--- config.mk ---
export PLATFORM = sky130hd
export DESIGN_NAME = dcn_node
export DESIGN_NICKNAME = d
export VERILOG_FILES = /design/src/rtl/dcn_pkg.sv /design/src/rtl/dcn_crc_if.sv /design/src/rtl/dcn_crc16.sv /design/src/rtl/dcn_node.sv
export VERILOG_INCLUDE_DIRS = /design/src /design/src/rtl
export SDC_FILE = /design/constraint.sdc
export NUM_CORES = 1
export LEC_CHECK = 0
export BUFFER_PORTS_ARGS = -buffer_cell sky130_fd_sc_hd__buf_2
export CAP_MARGIN = 30
export CORE_MARGIN = 1
export CORE_UTILIZATION = 45
export DETAILED_ROUTE_END_ITERATION = 6
export MAX_ROUTING_LAYER = met4
export PLACE_DENSITY_LB_ADDON = 0.25
export SETUP_SLACK_MARGIN = 0.2
export SLEW_MARGIN = 25
export SYNTH_ARGS = -nofsm -noshare
export SYNTH_HDL_FRONTEND = slang
export SYNTH_HIERARCHICAL = 1
export SYNTH_SLANG_ARGS = --single-unit
export TNS_END_PERCENT = 30
--- constraint.sdc ---
create_clock -name mclk_in -period 6 [get_ports mclk_in]
set_input_delay 0.9 -clock mclk_in [delete_from_list [all_inputs] [get_ports mclk_in]]
set_output_delay 0.9 -clock mclk_in [all_outputs]
set_load 0.01 [all_outputs]
--- src/rtl/dcn_consts.svh ---
// Constants for the daisy-chain frame node: header fields, codes, offsets, timing.
// Assumes a 25 MHz core clock; included by bare name.
`ifndef DCN_CONSTS_SVH
`define DCN_CONSTS_SVH
`define DCN_CLK_MHZ         25
`define DCN_BREAK_US        150
`define DCN_BREAK_CYC       (`DCN_BREAK_US * `DCN_CLK_MHZ)
`define DCN_GAP_BITS        17
`define DCN_HDR_KIND_BIT    7
`define DCN_HDR_RD_BIT      6
`define DCN_HDR_BCAST_BIT   5
`define DCN_HDR_SPECIAL_BIT 4
`define DCN_BCAST_ID        8'hff
`define DCN_BURST_NIBBLE    4'he
`define DCN_SP_PWM_SYNC     5'h1c
`define DCN_SP_REG_RESET    5'h1e
`define DCN_SP_PWM_LATCH    5'h18
`define DCN_FUNC_LAST       8'h1d
`define DCN_NAD_REG         8'h3d
`define DCN_NAD_WR_HDR      8'h80
`define DCN_LAA_HDR         8'ha1
`define DCN_LAA_REG         8'hac
`define DCN_LAA_CNAD        8'h7f
`define DCN_LAA_START       8'h01
`define DCN_LAA_END         8'h03
`define DCN_CRC_INIT        16'h0000
`define DCN_CRC_POLY_REV    16'ha001
`endif

--- src/rtl/dcn_pkg.sv ---
// Types shared by the frame node modules.
// Assumes dcn_consts.svh is available on the include path.
package dcn_pkg;
	typedef enum logic [5:0] {
		DCN_IDLE  = 6'h01,
		DCN_RECV  = 6'h02,
		DCN_CHECK = 6'h04,
		DCN_GAP   = 6'h08,
		DCN_SEND  = 6'h10,
		DCN_WAIT  = 6'h20
	} dcn_state_t;
endpackage : dcn_pkg

--- src/rtl/dcn_crc_if.sv ---
// Interface carrying byte updates between the node and its CRC engine.
// Assumes both ends share mclk_in.
`timescale 1ns/1ns
`default_nettype none
interface dcn_crc_if;
	logic        clear;
	logic        step;
	logic [7:0]  data;
	logic [15:0] crc;
	modport engine (input clear, input step, input data, output crc);
	modport user   (output clear, output step, output data, input crc);
endinterface : dcn_crc_if
`default_nettype wire

--- src/rtl/dcn_crc16.sv ---
// Byte-wide CRC-16-IBM engine, reflected form.
// Assumes one step per byte from the node on the same clock.
`timescale 1ns/1ns
`default_nettype none
`include "dcn_consts.svh"
module dcn_crc16
	import dcn_pkg::*;
(
	input  wire logic mclk_in,
	input  wire logic rst_in,
	dcn_crc_if.engine crc_if
);
	logic [15:0] crc_ff;

	function automatic logic [15:0] crc_byte(input logic [15:0] c, input logic [7:0] d);
		logic [15:0] r;
		r = c ^ {8'h00, d};
		for (int i = 0; i < 8; i++)
			r = r[0] ? ((r >> 1) ^ `DCN_CRC_POLY_REV) : (r >> 1);
		return r;
	endfunction : crc_byte

	always_ff @(posedge mclk_in or posedge rst_in)
	begin
		if (rst_in)
			crc_ff <= `DCN_CRC_INIT;
		// A step with clear starts a new check at that byte, so frames may follow back to back.
		else if (crc_if.step)
			crc_ff <= crc_byte(crc_if.clear ? `DCN_CRC_INIT : crc_ff, crc_if.data);
		else if (crc_if.clear)
			crc_ff <= `DCN_CRC_INIT;
	end

	assign crc_if.crc = crc_ff;
endmodule : dcn_crc16
`default_nettype wire

--- src/rtl/dcn_node.sv ---
// Frame interpreter of one daisy-chain node: break detection, decode, replies, addressing.
// Assumes a byte-level UART outside; rx line comes from a pin and is synchronised here.
`timescale 1ns/1ns
`default_nettype none
`include "dcn_consts.svh"
module dcn_node
	import dcn_pkg::*;
#(
	parameter int BREAK_CYC = `DCN_BREAK_CYC,
	parameter int BIT_CYC   = 25
)
(
	input  wire logic       mclk_in,
	input  wire logic       rst_in,
	input  wire logic       rx_line_in,
	input  wire logic       rx_valid_in,
	input  wire logic [7:0] rx_byte_in,
	input  wire logic       tx_ready_in,
	input  wire logic [7:0] rd_data_in,
	output logic            tx_valid_out,
	output logic [7:0]      tx_byte_out,
	output logic            tx_dir_up_out,
	output logic            wr_strobe_out,
	output logic [7:0]      reg_addr_out,
	output logic [7:0]      wr_data_out,
	output logic            pwm_sync_out,
	output logic            reg_reset_out,
	output logic            pwm_latch_out,
	output logic            wake_out,
	output logic            bus_reset_out,
	output logic            laa_switch_open_out,
	output logic            laa_active_out,
	output logic [7:0]      current_node_address_out,
	output logic            crc_error_out
);
	localparam int GAP_CYC = `DCN_GAP_BITS * BIT_CYC + BIT_CYC;

	dcn_crc_if crc_if ();
	dcn_crc16 u_crc (.mclk_in(mclk_in), .rst_in(rst_in), .crc_if(crc_if));

	dcn_state_t  state_ff;
	logic        rx_s1_ff;
	logic        rx_s2_ff;
	logic [23:0] low_cnt_ff;
	logic        brk_ff;
	logic [7:0]  buf_ff [0:20];
	logic [4:0]  idx_ff;
	logic [4:0]  need_ff;
	logic [4:0]  tx_idx_ff;
	logic [4:0]  tx_len_ff;
	logic [15:0] rx_crc_ff;
	logic [15:0] gap_ff;
	logic        assigned_ff;

	function automatic logic [7:0] rev8(input logic [7:0] b);
		for (int i = 0; i < 8; i++)
			rev8[i] = b[7 - i];
	endfunction : rev8

	function automatic logic [4:0] frame_len(input logic [7:0] h);
		if (!h[`DCN_HDR_KIND_BIT])
			frame_len = 5'd0;
		else if (h[`DCN_HDR_SPECIAL_BIT] && h[7:4] != `DCN_BURST_NIBBLE)
			frame_len = 5'd2;
		else if (h[`DCN_HDR_RD_BIT])
			frame_len = 5'd3;
		else
			frame_len = 5'd4 + {1'b0, h[3:0]};
	endfunction : frame_len

	// The line filter only looks at the second sync stage.
	always_ff @(posedge mclk_in or posedge rst_in)
	begin
		if (rst_in)
		begin
			rx_s1_ff <= 1'b1;
			rx_s2_ff <= 1'b1;
		end
		else
		begin
			rx_s1_ff <= rx_line_in;
			rx_s2_ff <= rx_s1_ff;
		end
	end

	// One detector serves wake and bus reset; both are the same long break.
	always_ff @(posedge mclk_in or posedge rst_in)
	begin
		if (rst_in)
		begin
			low_cnt_ff <= 24'h000000;
			brk_ff     <= 1'b0;
		end
		else if (rx_s2_ff)
		begin
			low_cnt_ff <= 24'h000000;
			brk_ff     <= 1'b0;
		end
		else if (low_cnt_ff == 24'(BREAK_CYC - 1))
			brk_ff <= 1'b1;
		else
			low_cnt_ff <= low_cnt_ff + 24'h000001;
	end

	always_ff @(posedge mclk_in or posedge rst_in)
	begin
		if (rst_in)
		begin
			wake_out      <= 1'b0;
			bus_reset_out <= 1'b0;
		end
		else
		begin
			wake_out      <= brk_ff && !bus_reset_out;
			bus_reset_out <= brk_ff;
		end
	end

	wire logic [7:0] hdr      = buf_ff[0];
	wire logic [7:0] fid      = buf_ff[1];
	wire logic       is_bcast = hdr[`DCN_HDR_BCAST_BIT] && fid == `DCN_BCAST_ID;
	wire logic       is_mine  = fid == current_node_address_out;
	wire logic       is_burst = hdr[7:4] == `DCN_BURST_NIBBLE;
	wire logic       is_spec  = hdr[`DCN_HDR_SPECIAL_BIT] && !is_burst;
	wire logic       is_read  = hdr[`DCN_HDR_RD_BIT] && !is_spec;
	wire logic       crc_ok   = crc_if.crc == rx_crc_ff;
	wire logic       acts     = crc_ok && (is_bcast || is_mine);
	wire logic       is_laa   = hdr == `DCN_LAA_HDR && buf_ff[2] == `DCN_LAA_REG
		&& buf_ff[3] == `DCN_LAA_CNAD && is_bcast;
	wire logic       is_asgn  = hdr == `DCN_NAD_WR_HDR && buf_ff[2] == `DCN_NAD_REG;
	wire logic [4:0] rd_cnt   = {1'b0, hdr[3:0]} + 5'd1;
	wire logic [4:0] tx_total = rd_cnt + 5'd4;

	always_comb
	begin
		crc_if.clear = state_ff == DCN_IDLE || state_ff == DCN_WAIT;
		crc_if.step  = 1'b0;
		crc_if.data  = rx_byte_in;
		if (state_ff == DCN_IDLE)
			crc_if.step = rx_valid_in && rx_byte_in[`DCN_HDR_KIND_BIT];
		else if (state_ff == DCN_RECV)
			crc_if.step = rx_valid_in && idx_ff < need_ff;
		else if (state_ff == DCN_GAP)
		begin
			crc_if.data = {4'h0, hdr[3:0]};
			crc_if.step = 1'b1;
		end
		else if (state_ff == DCN_SEND)
		begin
			// Bytes are stepped as they are loaded, so the check is whole by the low check byte.
			crc_if.data = (tx_idx_ff == 5'd0) ? current_node_address_out : rd_data_in;
			crc_if.step = tx_valid_out && tx_ready_in && tx_idx_ff <= tx_len_ff;
		end
	end

	// Frame reception and state sequencing.
	always_ff @(posedge mclk_in or posedge rst_in)
	begin
		if (rst_in)
		begin
			state_ff  <= DCN_IDLE;
			idx_ff    <= 5'd0;
			need_ff   <= 5'd0;
			rx_crc_ff <= 16'h0000;
			gap_ff    <= 16'h0000;
		end
		else if (bus_reset_out)
			state_ff <= DCN_IDLE;
		else
		begin
			unique case (state_ff)
				DCN_IDLE:
					if (rx_valid_in && rx_byte_in[`DCN_HDR_KIND_BIT])
					begin
						buf_ff[0] <= rx_byte_in;
						idx_ff    <= 5'd1;
						need_ff   <= frame_len(rx_byte_in);
						state_ff  <= DCN_RECV;
					end
				DCN_RECV:
					if (rx_valid_in)
					begin
						if (idx_ff < need_ff)
							buf_ff[idx_ff] <= rx_byte_in;
						else if (idx_ff == need_ff)
							rx_crc_ff[7:0] <= rx_byte_in;
						else
						begin
							rx_crc_ff[15:8] <= rx_byte_in;
							state_ff        <= DCN_CHECK;
						end
						idx_ff <= idx_ff + 5'd1;
					end
				DCN_CHECK:
				begin
					if (acts && is_read && is_bcast && is_burst)
						gap_ff <= 16'(GAP_CYC);
					else
						gap_ff <= 16'(GAP_CYC);
					state_ff <= (acts && is_read) ? DCN_WAIT : DCN_IDLE;
				end
				DCN_WAIT:
					// Every read waits the same GAP_CYC, broadcast burst or not.
					if (gap_ff != 16'h0000)
						gap_ff <= gap_ff - 16'h0001;
					else
						state_ff <= DCN_GAP;
				DCN_GAP:
					state_ff <= DCN_SEND;
				DCN_SEND:
					if (tx_valid_out && tx_ready_in && tx_idx_ff == tx_total - 5'd1)
						state_ff <= DCN_IDLE;
			endcase
		end
	end

	// Reply sequencing: header, address, data bytes, then check bytes, loaded on each accept.
	always_ff @(posedge mclk_in or posedge rst_in)
	begin
		if (rst_in)
		begin
			tx_valid_out  <= 1'b0;
			tx_byte_out   <= 8'h00;
			tx_dir_up_out <= 1'b0;
			tx_idx_ff     <= 5'd0;
			tx_len_ff     <= 5'd0;
			reg_addr_out  <= 8'h00;
		end
		else if (state_ff == DCN_GAP)
		begin
			tx_dir_up_out <= 1'b1;
			tx_valid_out  <= 1'b1;
			tx_byte_out   <= {4'h0, hdr[3:0]};
			tx_idx_ff     <= 5'd0;
			tx_len_ff     <= rd_cnt;
			reg_addr_out  <= buf_ff[2];
		end
		else if (state_ff == DCN_SEND && tx_valid_out && tx_ready_in)
		begin
			tx_idx_ff <= tx_idx_ff + 5'd1;
			if (tx_idx_ff == tx_total - 5'd1)
			begin
				tx_valid_out  <= 1'b0;
				tx_dir_up_out <= 1'b0;
			end
			else if (tx_idx_ff == 5'd0)
				tx_byte_out <= current_node_address_out;
			else if (tx_idx_ff <= tx_len_ff)
			begin
				tx_byte_out <= rd_data_in;
				if (tx_idx_ff != tx_len_ff)
					reg_addr_out <= reg_addr_out + 8'h01;
			end
			else if (tx_idx_ff == tx_len_ff + 5'd1)
				tx_byte_out <= rev8(crc_if.crc[7:0]);
			else
				tx_byte_out <= rev8(crc_if.crc[15:8]);
		end
		else if (state_ff == DCN_CHECK)
			reg_addr_out <= buf_ff[2];
	end

	// Register writes and special command pulses.
	always_ff @(posedge mclk_in or posedge rst_in)
	begin
		if (rst_in)
		begin
			wr_strobe_out <= 1'b0;
			wr_data_out   <= 8'h00;
			pwm_sync_out  <= 1'b0;
			reg_reset_out <= 1'b0;
			pwm_latch_out <= 1'b0;
			crc_error_out <= 1'b0;
		end
		else
		begin
			wr_strobe_out <= 1'b0;
			pwm_sync_out  <= 1'b0;
			reg_reset_out <= 1'b0;
			pwm_latch_out <= 1'b0;
			crc_error_out <= state_ff == DCN_CHECK && !crc_ok;
			if (state_ff == DCN_CHECK && acts)
			begin
				if (is_spec)
				begin
					pwm_sync_out  <= hdr[4:0] == `DCN_SP_PWM_SYNC && is_bcast;
					reg_reset_out <= hdr[4:0] == `DCN_SP_REG_RESET;
					pwm_latch_out <= hdr[4:0] == `DCN_SP_PWM_LATCH;
				end
				else if (!is_read && !is_laa && !is_asgn)
				begin
					// Only the first data byte is strobed; later bytes of multi-byte writes are not output.
					wr_strobe_out <= 1'b1;
					wr_data_out   <= buf_ff[3];
				end
			end
		end
	end

	// Location-based address assignment.
	always_ff @(posedge mclk_in or posedge rst_in)
	begin
		if (rst_in)
		begin
			current_node_address_out <= 8'h00;
			laa_switch_open_out      <= 1'b0;
			laa_active_out           <= 1'b0;
			assigned_ff              <= 1'b0;
		end
		else if (state_ff == DCN_CHECK && crc_ok)
		begin
			if (is_laa && buf_ff[4] == `DCN_LAA_START)
			begin
				current_node_address_out <= 8'h00;
				laa_switch_open_out      <= 1'b1;
				laa_active_out           <= 1'b1;
				assigned_ff              <= 1'b0;
			end
			else if (is_laa && buf_ff[4] == `DCN_LAA_END)
			begin
				laa_active_out      <= 1'b0;
				laa_switch_open_out <= 1'b0;
			end
			else if (is_asgn && is_mine && laa_active_out && !assigned_ff)
			begin
				current_node_address_out <= buf_ff[3];
				laa_switch_open_out      <= 1'b0;
				assigned_ff              <= 1'b1;
			end
		end
	end
endmodule : dcn_node
`default_nettype wire

==> flow_summary_export.csv <==
group,metric,value,unit
layout,nets,996,
timing,fmax,258.5,MHz
worst_setup_path,cpMaxStageDelayCell,"o21a_1",
timing,rsz0062_at_grt,"false",
timing,relSlewSlack,33.31,%
placement,dp_cells,1203,
clock_network,clockBufferDepth,2,
drt,wl_per_cell,18.40,um
power_and_ir_drop,power.density,359.0,nW/um2
clock_network,cts_tree,"built",
timing,setup_viol,0,
synthesis,netlist_area,9502,um2
placement,io_buffers,63,
synthesis,synthArstFlopShare,78.26,%
placement,dp_hpwl,15950,um
placement,place_congestion,0.8669,
synthesis,synthTopCellsByCount,"141 x dfrtp_1, 93 x nand2_1, 78 x nor2_1, 63 x xor2_1, 46 x nand3_1",
timing,hold_viol,0,
drt,drc,0,
worst_setup_path,path_cells,"nor4_4, and3b_1, nand3_1, a21oi_1, o21a_1, clkinv_1, nor3_1, a21oi_1, o21ai_0",
worst_setup_path,cp-start-kind,"register",
floorplan,fp-row-count,52,
synthesis,yosysWarnings,6,
drt,num_vias,7012,
drt,ant_nets,0,
floorplan,die-area,21700,um2
drt,routed_via_density,5.678,
synthesis,synth-seq-cells,184,
drt,drt_iter0_markers,609,
timing,fin_crit,3869,ps
timing,tightest_slew,998.7,ps
clock_network,cts_resized,0,
grt,antenna_found_initial,2,
layout,area_growth,11.77,%
worst_setup_path,critPathMostFrequentCell,"a21oi_1",
hold_path,min_path_type,"register to register",
clock_network,cts_hold_repair.buffers,0,
grt,grt_start_max_net_pins,54,
layout,drive_gt1_share,12.76,%
layout,nFillCells,1859,
synthesis,synthCells,901,
drt,totalWireLength,22720,um
timing,period_share,64.48,%
power_and_ir_drop,vdd_drop_max,0.1741,mV
clock_network,cts.sinks,184,
worst_setup_path,path_delay_family,"simple AND/OR/NAND/NOR gates",
synthesis,yosys.area.top_type,"dfrtp_1",
synthesis,ys_seq_area_share,50.61,%
layout,stdcell_count,1235,
timing,maxSlewViolCount,0,
worst_setup_path,endpoint_kind,"register",
grt,overflow,0,
placement,preCtsSetupSlack,2240,ps
timing,finalWorstSetupSlack,2131,ps
power_and_ir_drop,p_leak,4.742,nW
grt,grt_busiest_layer,"met2",
floorplan,die_x,147.3,um
run_status,status,"finished, final reports clean",
grt,groute.layer.met1.usage,31.14,%
floorplan,initial_utilization,46.36,%
drt,dr.pass1.iters,5,
clock_network,postCtsSetupBuffers,0,
synthesis,syn_nets,945,
power_and_ir_drop,power,3.813,mW
timing,fin_setup_tns,0,ps
synthesis,synthTopCellsByArea,"dfrtp_1 37%, edfxtp_1 13%, xor2_1 5.8%",
worst_setup_path,crit_fanout,24,
clock_network,clk_pin_slew,70,ps
synthesis,synth_cell_types,84,
synthesis,synth_top_flop_cell,"dfrtp_1",
worst_setup_path,criticalPathCategory,"register to register",
worst_setup_path,required,6330,ps
synthesis,synth_top_area_share,37.13,%
clock_network,cts_buffers,17,
timing,finClkSkew,7.947,ps
flow_run,drv_cap,0,
worst_setup_path,critical_path.max_stage_delay,760,ps
clock_network,clock-root-buffer,"clkbuf_16",
synthesis,synth_edf_count,40,
synthesis,syn_avg_cell_area,10.55,um2
grt,use_met2,33.56,%
clock_network,htreeDepth,4,
floorplan,fp.dieH,147.3,um
clock_network,clkLatencyLatePin,430,ps
floorplan,io_pins,64,
floorplan,coreArea,20490,um2
grt,grt_use_total,22.56,%
grt,grt_pass1_wl,36590,um
grt,grt_pass1_vias,6744,
synthesis,yosysMostFrequentCell,"dfrtp_1",
grt,grtUsageMet3,4.627,%
worst_setup_path,critPathBufInv,1,
worst_setup_path,arrival,4200,ps
==> registers in the layout, indices dropped and copies added, names as in the netlist, 5 cells and up <==
| register | flops |
|---|---|
| buf_ff | 40 |
| low_cnt_ff | 24 |
| gap_ff | 16 |
| rx_crc_ff | 16 |
| u_crc/crc_if.crc | 16 |
| current_node_address_out | 8 |
| reg_addr_out | 8 |
| tx_byte_out | 8 |
| wr_data_out | 8 |
| state_ff | 6 |
| idx_ff | 5 |
| need_ff | 5 |
| tx_idx_ff | 5 |
| tx_len_ff | 5 |
==> power breakdown <==
part           switching (mW)  leakage [nW]  internal [mW]
Clock                   0.484         0.257          0.557
Combinational           0.571          2.23          0.492
Sequential              0.237          2.25           1.47
Total                    1.29          4.74           2.52
==> final cells by class <==
type / instances / area, um2 / share of cell area [%]
clock inverter: 9 / 67.56 / 0.6362
tap: 270 / 337.8 / 3.181
inverter: 29 / 111.4 / 1.049
antenna: 1 / 2.502 / 0.02356
multi-input combinational: 652 / 4454 / 41.94
clock buffer: 22 / 465.4 / 4.383
timing repair buffer: 68 / 372.9 / 3.511
sequential: 184 / 4808 / 45.28
==> path summary, 6_finish.rpt <==
path / startpoint / end / slack (ps) / cells past startpoint
max: state_ff[1] / u_crc/crc_if.crc[6] / 2130 / 9
min: rx_s1_ff / rx_s2_ff / 360 / 0
max reg2reg: state_ff[1] / u_crc/crc_if.crc[6] / 2130 / 9
min reg2reg: rx_s1_ff / rx_s2_ff / 360 / 0
max in group asynchronous: rst_in / tx_len_ff[3] / 4240 / 4
min in group asynchronous: rst_in / need_ff[2] / 520 / 2
==> cells in the final DEF (no fill, tap or decap), drive strengths merged, types with 8 or more instances in the layout <==
cell type,count
nand2,94
nor4,20
edfxtp,40
ha,23
nand3,46
xor2,63
dfrtp,141
a31oi,8
mux2,33
o21ai,34
a21oi,36
mux2i,8
a221o,8
nor2b,14
inv,32
nor2,79
buf,68
nand4,16
xnor2,25
and3,13
o22ai,9
clkbuf,22
nor3,14
==> logic make-up after synthesis <==
kind of cell,share of synthesized area [%]
AO/OA/AOI/OAI,10.22
XOR/XNOR,8.862
adder cells (fa/ha/maj),3.029
buffers and inverters,2.778
flip-flops,50.61
multiplexers,4.754
AND/OR/NAND/NOR,19.75
==> stage by stage <==
step	util [%]	cell area [um2]	hold WS, ps
6_report	51.82	10620	357.6
5_1_grt	51.82	10620	362.8
2_1_floorplan	-	9502	345.2
3_3_place_gp	48.98	10040	345.7
4_1_cts	51.74	10600	359.0
3_5_place_dp	49.14	10070	348.8
==> metal layers <==
layer | share of wire [%] | wire (um)
met1 | 48 | 10790
met2 | 46 | 10450
met3 | 5.2 | 1180
met4 | 1.3 | 297
met5 | 0 | 0
Power figures use the tool's default switching activity.
